$ cat src/design/slpreg_pkg.sv
// Constants for the sleep, regulator and two-speed start controller
// Operation
// - Low-power select set puts regulator in standby during sleep, else normal
// - Bits 6 and 3 read zero; writes to them do nothing
// - Bit 5 is read-only wake comparator output
// - Comparator level and sink bits meaningless unless wake enable set
// - Bit 2 enables wake unit and routes comparator to level bit
// - Bit 1 drives wake current sink; resets to zero
// - Bit 0 turns watchdog on; ignored when configuration enables it
// - Bit 4 with keepalive config zero and regulator on selects ultra-low-power sleep
// - Keepalive select only available when strap is 1 and config is 0
// - Mode decode: ultra-low-power overrides low-power select, else select chooses
// - Ultra-low-power sleep drops references unless brown-out or low-voltage detect
// - Wake from ultra-low-power sleep waits about 250 us before running
// - Two-speed start only active when its enable bit is set
// - Reset or wake runs from internal oscillator while crystal timer counts
// - Crystal timer expiry switches clock to primary and enters primary run
// - Other power-managed modes ignore two-speed enable, keep selected source
// - Regulator enable comes from strap only; no software override
// - Software watchdog enable overrides only a disabled configuration
// - Primary clock ready status set on primary, clear on internal oscillator
package slpreg_pkg;
    localparam logic [7:0] SLPREG_CTRL_ADDR   = 8'h00;
    localparam logic [7:0] SLPREG_STATUS_ADDR = 8'h04;
    localparam logic [7:0] SLPREG_CTRL_WMASK  = 8'h97;
    localparam logic [7:0] SLPREG_CTRL_RESET  = 8'h00;
    localparam int         SLPREG_BIT_LOWPWR  = 7;
    localparam int         SLPREG_BIT_LEVEL   = 5;
    localparam int         SLPREG_BIT_KEEP    = 4;
    localparam int         SLPREG_BIT_WAKEEN  = 2;
    localparam int         SLPREG_BIT_SINK    = 1;
    localparam int         SLPREG_BIT_SWDT    = 0;
    localparam int         SLPREG_CLK_MHZ     = 250;
    localparam int         SLPREG_WAKE_US     = 250;
    localparam int         SLPREG_WAKE_CYC    = SLPREG_WAKE_US * SLPREG_CLK_MHZ;
    localparam int         SLPREG_CNT_W       = 17;
    localparam logic [1:0] SLPREG_WDT_SOFT    = 2'b00;
    typedef enum logic [1:0] {
        SLPREG_REG_NORMAL,
        SLPREG_REG_LOWPWR,
        SLPREG_REG_ULTRA
    } slpreg_mode_e;
    typedef enum logic [2:0] {
        SLPREG_RUN_PRI,
        SLPREG_RUN_INT,
        SLPREG_SLEEP,
        SLPREG_WAKE_WAIT
    } slpreg_state_e;
endpackage

$ cat src/design/slpreg_counter.sv
// Load-and-count-down delay counter with done flag
`timescale 1ns/1ps
module slpreg_counter
    import slpreg_pkg::*;
(
    input  wire logic                    pclk,
    input  wire logic                    presetn,
    input  wire logic                    load,
    input  wire logic [SLPREG_CNT_W-1:0] load_value,
    output logic                         busy,
    output logic                         done
);
    typedef struct packed {
        logic [SLPREG_CNT_W-1:0] count;
        logic                    busy;
        logic                    done;
    } slpreg_cnt_s;
    slpreg_cnt_s r;
    slpreg_cnt_s next_r;

    always_comb begin
        next_r      = r;
        next_r.done = 1'b0;
        if (load) begin
            next_r.count = load_value;
            next_r.busy  = 1'b1;
        end else if (r.busy) begin
            if (r.count <= SLPREG_CNT_W'(1)) begin
                next_r.busy = 1'b0;
                next_r.done = 1'b1;
            end else begin
                next_r.count = r.count - SLPREG_CNT_W'(1);
            end
        end
    end

    always_ff @(posedge pclk or negedge presetn) begin
        if (!presetn) begin
            r <= '0;
        end else begin
            r <= next_r;
        end
    end

    assign busy = r.busy;
    assign done = r.done;
endmodule

$ cat src/design/slpreg_top.sv
// Sleep, regulator mode and two-speed start controller with APB register access
`timescale 1ns/1ps
module slpreg_top
    import slpreg_pkg::*;
(
    input  wire logic        pclk,
    input  wire logic        presetn,
    input  wire logic        psel,
    input  wire logic        penable,
    input  wire logic        pwrite,
    input  wire logic [7:0]  paddr,
    input  wire logic [31:0] pwdata,
    output logic      [31:0] prdata,
    output logic             pready,
    output logic             pslverr,
    input  wire logic        regulator_enable_strap,
    input  wire logic        keepalive_regulator_config,
    input  wire logic [1:0]  watchdog_config_mode,
    input  wire logic        two_speed_start_enable,
    input  wire logic        brownout_reset_enable,
    input  wire logic        low_voltage_detect_enable,
    input  wire logic        wake_comparator_in,
    input  wire logic        sleep_request,
    input  wire logic        wake_event,
    input  wire logic        reset_start,
    input  wire logic        power_managed_mode,
    input  wire logic        crystal_startup_timer_done,
    output logic             watchdog_enable,
    output logic             wake_current_sink_enable,
    output logic             ultralow_wake_unit_enable,
    output logic             regulator_standby,
    output logic             regulator_ultralow,
    output logic             references_on,
    output logic             internal_oscillator_select,
    output logic             primary_clock_ready_status,
    output logic             core_run,
    output logic             in_sleep
);
    typedef struct packed {
        logic [7:0]    ctrl;
        logic          level;
        slpreg_mode_e  mode;
        slpreg_state_e state;
    } slpreg_top_s;

    slpreg_top_s r;
    slpreg_top_s next_r;
    logic        wr_en;
    logic        keep_avail;
    slpreg_mode_e mode_decode;
    logic        cnt_load;
    logic        cnt_busy;
    logic        cnt_done;
    logic [7:0]  ctrl_view;

    assign wr_en = psel && penable && pwrite && (paddr == SLPREG_CTRL_ADDR);

    // Keepalive only meaningful with strap set and keepalive config clear
    assign keep_avail = regulator_enable_strap && !keepalive_regulator_config;

    always_comb begin
        if (r.ctrl[SLPREG_BIT_KEEP] && keep_avail) begin
            mode_decode = SLPREG_REG_ULTRA;
        end else if (r.ctrl[SLPREG_BIT_LOWPWR]) begin
            mode_decode = SLPREG_REG_LOWPWR;
        end else begin
            mode_decode = SLPREG_REG_NORMAL;
        end
    end

    slpreg_counter u_wake_delay (
        .pclk       (pclk),
        .presetn    (presetn),
        .load       (cnt_load),
        .load_value (SLPREG_CNT_W'(SLPREG_WAKE_CYC)),
        .busy       (cnt_busy),
        .done       (cnt_done)
    );

    always_comb begin
        next_r   = r;
        cnt_load = 1'b0;
        if (wr_en) begin
            next_r.ctrl = pwdata[7:0] & SLPREG_CTRL_WMASK;
        end
        // Level tracks comparator only while the wake unit runs
        if (r.ctrl[SLPREG_BIT_WAKEEN]) begin
            next_r.level = wake_comparator_in;
        end else begin
            next_r.level = 1'b0;
        end
        case (r.state)
            SLPREG_RUN_PRI: begin
                if (sleep_request) begin
                    next_r.mode  = mode_decode;
                    next_r.state = SLPREG_SLEEP;
                end else if (reset_start && two_speed_start_enable) begin
                    next_r.state = SLPREG_RUN_INT;
                end
            end
            SLPREG_RUN_INT: begin
                if (sleep_request) begin
                    next_r.mode  = mode_decode;
                    next_r.state = SLPREG_SLEEP;
                end else if (crystal_startup_timer_done) begin
                    next_r.state = SLPREG_RUN_PRI;
                end
            end
            SLPREG_SLEEP: begin
                if (wake_event) begin
                    if (r.mode == SLPREG_REG_ULTRA) begin
                        cnt_load     = 1'b1;
                        next_r.state = SLPREG_WAKE_WAIT;
                    end else if (two_speed_start_enable && !power_managed_mode) begin
                        next_r.state = SLPREG_RUN_INT;
                    end else begin
                        next_r.state = SLPREG_RUN_PRI;
                    end
                end
            end
            SLPREG_WAKE_WAIT: begin
                if (cnt_done) begin
                    if (two_speed_start_enable && !power_managed_mode) begin
                        next_r.state = SLPREG_RUN_INT;
                    end else begin
                        next_r.state = SLPREG_RUN_PRI;
                    end
                end
            end
            default: begin
                next_r.state = SLPREG_RUN_PRI;
            end
        endcase
    end

    // Reset always loads primary run; reset_start with two-speed start then enters internal run
    always_ff @(posedge pclk or negedge presetn) begin
        if (!presetn) begin
            r.ctrl  <= SLPREG_CTRL_RESET;
            r.level <= 1'b0;
            r.mode  <= SLPREG_REG_NORMAL;
            r.state <= SLPREG_RUN_PRI;
        end else begin
            r <= next_r;
        end
    end

    always_comb begin
        ctrl_view                   = r.ctrl;
        ctrl_view[SLPREG_BIT_LEVEL] = r.level;
    end

    // Single-cycle access, never waits
    assign pready  = 1'b1;
    assign pslverr = psel && penable && (paddr != SLPREG_CTRL_ADDR)
                     && (paddr != SLPREG_STATUS_ADDR);

    always_comb begin
        prdata = 32'h0000_0000;
        if (paddr == SLPREG_CTRL_ADDR) begin
            prdata[7:0] = ctrl_view;
        end else if (paddr == SLPREG_STATUS_ADDR) begin
            prdata[0] = primary_clock_ready_status;
            prdata[1] = in_sleep;
            prdata[3:2] = r.mode;
        end
    end

    // Software enable only counts when configuration leaves the watchdog off
    assign watchdog_enable = (watchdog_config_mode != SLPREG_WDT_SOFT)
                             || r.ctrl[SLPREG_BIT_SWDT];
    assign wake_current_sink_enable  = r.ctrl[SLPREG_BIT_SINK];
    assign ultralow_wake_unit_enable = r.ctrl[SLPREG_BIT_WAKEEN];
    assign in_sleep           = (r.state == SLPREG_SLEEP);
    assign regulator_standby  = in_sleep && (r.mode == SLPREG_REG_LOWPWR);
    assign regulator_ultralow = in_sleep && (r.mode == SLPREG_REG_ULTRA);
    assign references_on      = !regulator_ultralow || brownout_reset_enable
                                || low_voltage_detect_enable;
    assign internal_oscillator_select = (r.state == SLPREG_RUN_INT);
    assign primary_clock_ready_status = (r.state == SLPREG_RUN_PRI);
    assign core_run = (r.state == SLPREG_RUN_PRI) || (r.state == SLPREG_RUN_INT);

    a_ctrl_write_mask: assert property (@(posedge pclk) disable iff (!presetn)
        wr_en |=> (r.ctrl == ($past(pwdata[7:0]) & SLPREG_CTRL_WMASK)))
        else $error("control write mask wrong");
    a_unimpl_zero: assert property (@(posedge pclk) disable iff (!presetn)
        (prdata[6] == 1'b0) && (prdata[3] == 1'b0 || paddr != SLPREG_CTRL_ADDR))
        else $error("unimplemented bits not zero");
    a_level_follow: assert property (@(posedge pclk) disable iff (!presetn)
        ultralow_wake_unit_enable && $stable(ultralow_wake_unit_enable)
        |-> r.level == $past(wake_comparator_in))
        else $error("level does not follow comparator");
    a_wdt_override: assert property (@(posedge pclk) disable iff (!presetn)
        (watchdog_config_mode != SLPREG_WDT_SOFT) |-> watchdog_enable)
        else $error("watchdog config not honoured");
    a_refs_kept: assert property (@(posedge pclk) disable iff (!presetn)
        (brownout_reset_enable || low_voltage_detect_enable) |-> references_on)
        else $error("references dropped");
    a_ultra_decode: assert property (@(posedge pclk) disable iff (!presetn)
        (r.state == SLPREG_RUN_PRI && sleep_request && r.ctrl[SLPREG_BIT_KEEP]
         && keep_avail) |=> regulator_ultralow)
        else $error("ultra mode not entered");
    a_mode_held: assert property (@(posedge pclk) disable iff (!presetn)
        in_sleep && $past(in_sleep) |-> $stable(r.mode))
        else $error("sleep mode changed");
    a_xtal_switch: assert property (@(posedge pclk) disable iff (!presetn)
        (r.state == SLPREG_RUN_INT && !sleep_request && crystal_startup_timer_done)
        |=> primary_clock_ready_status && !internal_oscillator_select)
        else $error("no switch to primary");
    a_wake_delay: assert property (@(posedge pclk) disable iff (!presetn)
        (r.state == SLPREG_SLEEP && wake_event && r.mode == SLPREG_REG_ULTRA)
        |=> !core_run [*8])
        else $error("ultra wake ran early");
    a_twospeed_off: assert property (@(posedge pclk) disable iff (!presetn)
        (r.state == SLPREG_RUN_PRI && !sleep_request && !two_speed_start_enable)
        |=> !internal_oscillator_select)
        else $error("two-speed used while disabled");

    c_sleep_ultra: cover property (@(posedge pclk) regulator_ultralow);
    c_sleep_low:   cover property (@(posedge pclk) regulator_standby);
    c_twospeed:    cover property (@(posedge pclk)
        internal_oscillator_select ##1 primary_clock_ready_status);
    c_wake_wait:   cover property (@(posedge pclk) cnt_busy ##1 cnt_done);
endmodule

$ cat config.mk
export PLATFORM = sky130hd
export DESIGN_NAME = slpreg_top
export DESIGN_NICKNAME = d
export VERILOG_FILES = /design/src/design/slpreg_pkg.sv /design/src/design/slpreg_counter.sv /design/src/design/slpreg_top.sv
export SDC_FILE = /design/constraint.sdc
export NUM_CORES = 1
export LEC_CHECK = 0
export BUFFER_PORTS_ARGS = -buffer_cell sky130_fd_sc_hd__buf_2
export CAP_MARGIN = 20
export CORE_ASPECT_RATIO = 1.2
export CORE_UTILIZATION = 40
export DETAILED_ROUTE_END_ITERATION = 8
export GPL_TIMING_DRIVEN = 0
export PLACE_DENSITY = 0.73
export SKIP_CTS_REPAIR_TIMING = 1
export SYNTH_ARGS = -nofsm -noshare
export SYNTH_HDL_FRONTEND = slang
export SYNTH_SLANG_ARGS = --single-unit
$ cat constraint.sdc
create_clock -name pclk -period 5.2 [get_ports pclk]
set_input_delay 0.52 -clock pclk [delete_from_list [all_inputs] [get_ports pclk]]
set_output_delay 0.52 -clock pclk [all_outputs]
set_load 0.02 [all_outputs]
* After elaboration in Yosys (flattened, before gate mapping)
Cells that the tools add are included.
** Word-level totals
- Flip-flop bits (word level) :: 30
- Input bits :: 58
- Output and inout port bits :: 44
- Word-level logic and storage cells :: 71
** Operators by class
- Add/sub/neg operators :: 1
- Order comparisons :: 1
- Equality and inequality tests :: 12
- Mux-type cells :: 23
- Reductions and logical operators :: 27
** Operators with widths (count)
- $mux W19 :: 1
- $mux W18 :: 1
- $mux W3 :: 6
- $le A17 B1 Y1 const B :: 1
- $mux W17 :: 1
- $sub A17 B1 Y17 const B :: 1
- $mux W4 :: 3
- $pmux W3 S4 :: 1
- $logic_and A1 B1 Y1 :: 11
- $eq A8 B3 Y1 const B :: 1
- $logic_not A8 Y1 :: 1
- $ne A8 B3 Y1 const B :: 1
- $reduce_bool A8 Y1 :: 1
- $mux W1 :: 7
- $eq A3 B2 Y1 const B :: 2
- $mux W2 :: 3
- $logic_or A1 B1 Y1 :: 4
- $ne A2 B2 Y1 const B :: 2
- $reduce_and A2 Y1 :: 2
- $reduce_and A4 Y1 :: 1
- $reduce_bool A2 Y1 :: 2
- $eq A3 B1 Y1 const B :: 1
- $logic_not A1 Y1 :: 3
- $logic_not A3 Y1 :: 1
- other kinds (6) :: 6

* Logic depth before layout (Yosys ltp)
- Word-level depth :: 6
- Gate-level depth with buffers :: 7

* Modules after synthesis
From an unflattened synthesis, not the netlist that was laid out.
** Second synthesis, totals
- Cells, all modules :: 212
- Area total of the unflattened synthesis :: 1970.6 um^2
** Modules (own cells, without submodules)
- slpreg_counter :: instances 1, cells each 120, area each 1123.6 um^2
- slpreg_top :: instances 1, cells each 92, area each 847.1 um^2

* Worst setup path before layout
No wires, ideal clock.
- Kind :: reg-to-output
- Start point :: register r[0] in the netlist's numbering
- End point :: output port references_on
- Arrival :: 1554 ps
- Required time :: 4680 ps
- Slack :: 3126 ps
- Cell stages (with the launch flop) :: 5
- Buffers on the path :: 1
- Cells stage by stage :: dfrtp_1 -> nor2b_1 -> and3b_1 -> clkbuf_1 -> nand2_1
** On the way
- Cells in the longest elaborated chain, start to end :: 5
** Ends and longest elaborated chain
- start: declaration :: RTL line slpreg_top.sv:46 : slpreg_top_s r;
- start signal: assignment :: RTL line slpreg_top.sv:144 : r <= next_r;
- $eq A3 B2 Y1 :: RTL line slpreg_top.sv:174 : assign in_sleep = (r.state == SLPREG_SLEEP);
- named net in_sleep :: RTL line slpreg_top.sv:37 : output logic in_sleep
- $logic_and A1 B1 Y1 :: RTL line slpreg_top.sv:176 : assign regulator_ultralow = in_sleep && (r.mode == SLPREG_REG_ULTRA);
- named net regulator_ultralow :: RTL line slpreg_top.sv:32 : output logic regulator_ultralow,
- $logic_not A1 Y1 :: RTL line slpreg_top.sv:177 : assign references_on = !regulator_ultralow || brownout_reset_enable
- $logic_or A1 B1 Y1 :: RTL line slpreg_top.sv:177
- $logic_or A1 B1 Y1 :: RTL line slpreg_top.sv:178 : || low_voltage_detect_enable;
- end: declaration :: RTL line slpreg_top.sv:33 : output logic references_on,
The timed path passes the listed nets, and every way through them passes these cells.

* Worst setup path after layout
- Start point :: input port paddr[6]
- End point :: output port prdata[4]
** On the way
- Cells in the longest elaborated chain, start to end :: 2
** Ends and longest elaborated chain
- start: declaration :: RTL line slpreg_top.sv:11 : input wire logic [7:0] paddr,
- $logic_not A8 Y1 :: RTL line slpreg_top.sv:160 : if (paddr == SLPREG_CTRL_ADDR) begin
- $mux W4 :: RTL line slpreg_top.sv:160
- end: declaration :: RTL line slpreg_top.sv:13 : output logic [31:0] prdata,
Every way passes these cells.

==> metrics.yaml <==
status:
  status: "complete, no violations"
clock_tree:
  h-tree-depth: 2
  clkTransAtPathRegs_ns: 0.06
  cts.path.max_buffers: 2
  root_buffer: "clkbuf_8"
  cts_tree: "yes"
  cts.sinks: 29
  numCtsBuffers: 5
  clock_latency_ns: 0.28
placed_design:
  dp_cells: 330
  io_buffers: 47
  gp_congestion: 0.8772
  pre_cts_ws_ns: 3.006
  dpl.hpwl_um: 2906
floorplanning:
  start_util: 0.4294
  die_y_um: 76.94
  coreArea_mm2: 0.004359
  die_area_mm2: 0.004958
  ios: 102
  die_width_um: 64.45
  fp-row-count: 26
synthesis:
  synth_area_per_cell_um2: 9.221
  synth-edff-count: 0
  ys_top_cells_by_area: "dfrtp_1 39%, buf_4 10%, nand2_1 4.2%"
  synth-main-ff-cell: "dfrtp_1"
  yosys.area.top_type: "dfrtp_1"
  synth_top_area_frac: 0.3877
  ys_ff_latch: 29
  yosysUniqueCellTypes: 47
  mappedNetlistArea_mm2: 0.001872
  synthCells: 203
  synth_seq_area_share: 0.3877
  synth-async-reset-ratio: 1.000
  yosys_warnings: 0
layout:
  areaGrowthSynthToFinish_pct: 26.54
  n_fill_cell: 423
  layout.nets: 341
  layout-drive-gt1-share: 0.3440
  mostFrequentLayoutCells: "48 x buf_2, 29 x dfrtp_1, 26 x buf_4, 26 x conb_1, 21 x nand2_1"
  antenna_cells: 0
  final_common_cell: "buf_2"
  fin_cells: 338
power_and_ir_drop:
  power_mw: 0.7420
  power_leakage_nw: 1.155
  ir_drop_mv: 0.1797
  p_per_area_mw_per_mm2: 313.3
hold_path:
  hold_path.class: "in2async"
worst_setup_path:
  critPathLaunchType: "primary input"
  worstPathRequired_ns: 4.68
  critPathMaxStageDelay_ns: 0.35
  critPathArrivalTime_ns: 1.65
  cp.buffers_inverters: 2
  crit_path_frequent_cell: "buf_2"
  reg2reg_from: "u_wake_delay.r[3]"
  rr_endpoint: "u_wake_delay.r[12]"
  r2r_setup_slack_ns: 3.12
  critPathTopFamily: "simple AND/OR/NAND/NOR gates"
  r2r_cells: 7
  crit_type: "in2out"
  crit_fanout: 6
  worst_setup_path_end_kind: "output pin"
  cpMaxStageDelayCell: "nor4_1"
  crit_chain: "buf_2 -> nor4_1 -> nand2_1 -> nor2_1 -> and2_1 -> buf_2"
timing:
  worst_pin_slew_ns: 0.6943
  timing.final.crit_share: 0.4164
  setup_viol_count_final: 0
  fmax_ghz: 0.4618
  fin_ws_ns: 3.035
  period_needed_ns: 2.165
  skew_ns: 0.003729
  slew_headroom: 0.5329
  holdWs_ns: 0.2602
  hold_violations: 0
  tns_ns: 0
  rsz0062_at_grt: "no"
  drv_slew: 0
global_route:
  antenna_found_initial: 0
  grt_max_degree: 30
  grt_pass1_vias: 1491
  track_usage: 0.1683
  grt_pass1_wl_um: 6437
  grt_overflow: 0
detailed_routing:
  wl_um: 3773
  vias: 1569
  drc: 0
  ant_nets: 0
  first_pass_iters: 4
  initialDrtViolationCount: 66
  avgViaCountPerCell: 4.642
  routedWlPerCell_um: 11.16
job:
  cap_violations: 0
[Yosys cell counts (3+ instances only)]
cell      instances
nand2_1          21
inv_1             4
and2_1            6
o21ai_0           5
clkbuf_1          3
buf_4            26
mux2i_1           5
nor3_1           10
dfrtp_1          29
xnor2_1           9
nor4_1            4
nor2_1           19
or3_1             5
nand3_1           6
a21oi_1           8
mux2_2            5
[routing by layer]
metal  vias up  part of all wire  track usage  wire length (µm)
met5         -                 0            0                 0
met4         0            0.0056      0.06222                21
met3         2             0.057      0.04613               214
met2        53              0.53       0.3021              1989
met1       707              0.41       0.1849              1548
li1        807                 -            -                 -
[worst max-delay path by stage]
| stage | to | slack (ns) | start | cells past startpoint |
|---|---|---|---|---|
| after floorplan | references_on | 3.13 | r[0] | 4 |
| after global placement | prdata[4] | 3.03 | paddr[6] | 6 |
| after detailed placement | prdata[4] | 3.01 | paddr[6] | 6 |
| after CTS | prdata[4] | 3.01 | paddr[6] | 6 |
| after global routing | prdata[4] | 2.88 | paddr[6] | 6 |
| final | prdata[4] | 3.03 | paddr[6] | 6 |
[cell type report]
| cell class | count | area (µm²) | area share |
|---|---|---|---|
| Buffer | 31 | 222.7 | 0.09403 |
| Clock inverter | 1 | 5.005 | 0.002113 |
| Multi-Input combinational cell | 163 | 998.5 | 0.4216 |
| Timing Repair Buffer | 47 | 235.2 | 0.09931 |
| Tap cell | 56 | 70.07 | 0.02958 |
| Inverter | 4 | 15.01 | 0.006339 |
| Sequential cell | 29 | 725.7 | 0.3064 |
| Clock buffer | 7 | 96.34 | 0.04068 |
[sequential cells by signal, summed over array words and instances, names as in the netlist]
signal / count
ctrl_view: 4
u_wake_delay.busy: 1
wake_current_sink_enable: 1
u_wake_delay.done: 1
r: 4
ultralow_wake_unit_enable: 1
u_wake_delay.r: 17
[per-stage QoR]
step           area [µm²]  utilization
2_1_floorplan        1962            -
3_3_place_gp         2267       0.5201
3_5_place_dp         2267       0.5201
4_1_cts              2369       0.5433
5_1_grt              2369       0.5433
6_report             2369       0.5433
[kinds of logic after synthesis]
logic type	Yosys count	share of synthesized area
flops	29	0.3877
buf+inv	35	0.1270
mux	10	0.05682
simple gates	89	0.2627
fa+ha+maj	2	0.01337
xor+xnor	10	0.04679
compound gates	26	0.1016
other cells	2	0.004012
[power by group]
group	total (mW)	internal [mW]	switching (mW)
Combinational	0.231	0.100	0.131
Clock	0.204	0.119	0.0850
Sequential	0.307	0.261	0.0460
Total	0.742	0.480	0.262
No activity file was read; power rests on OpenSTA's default activity.
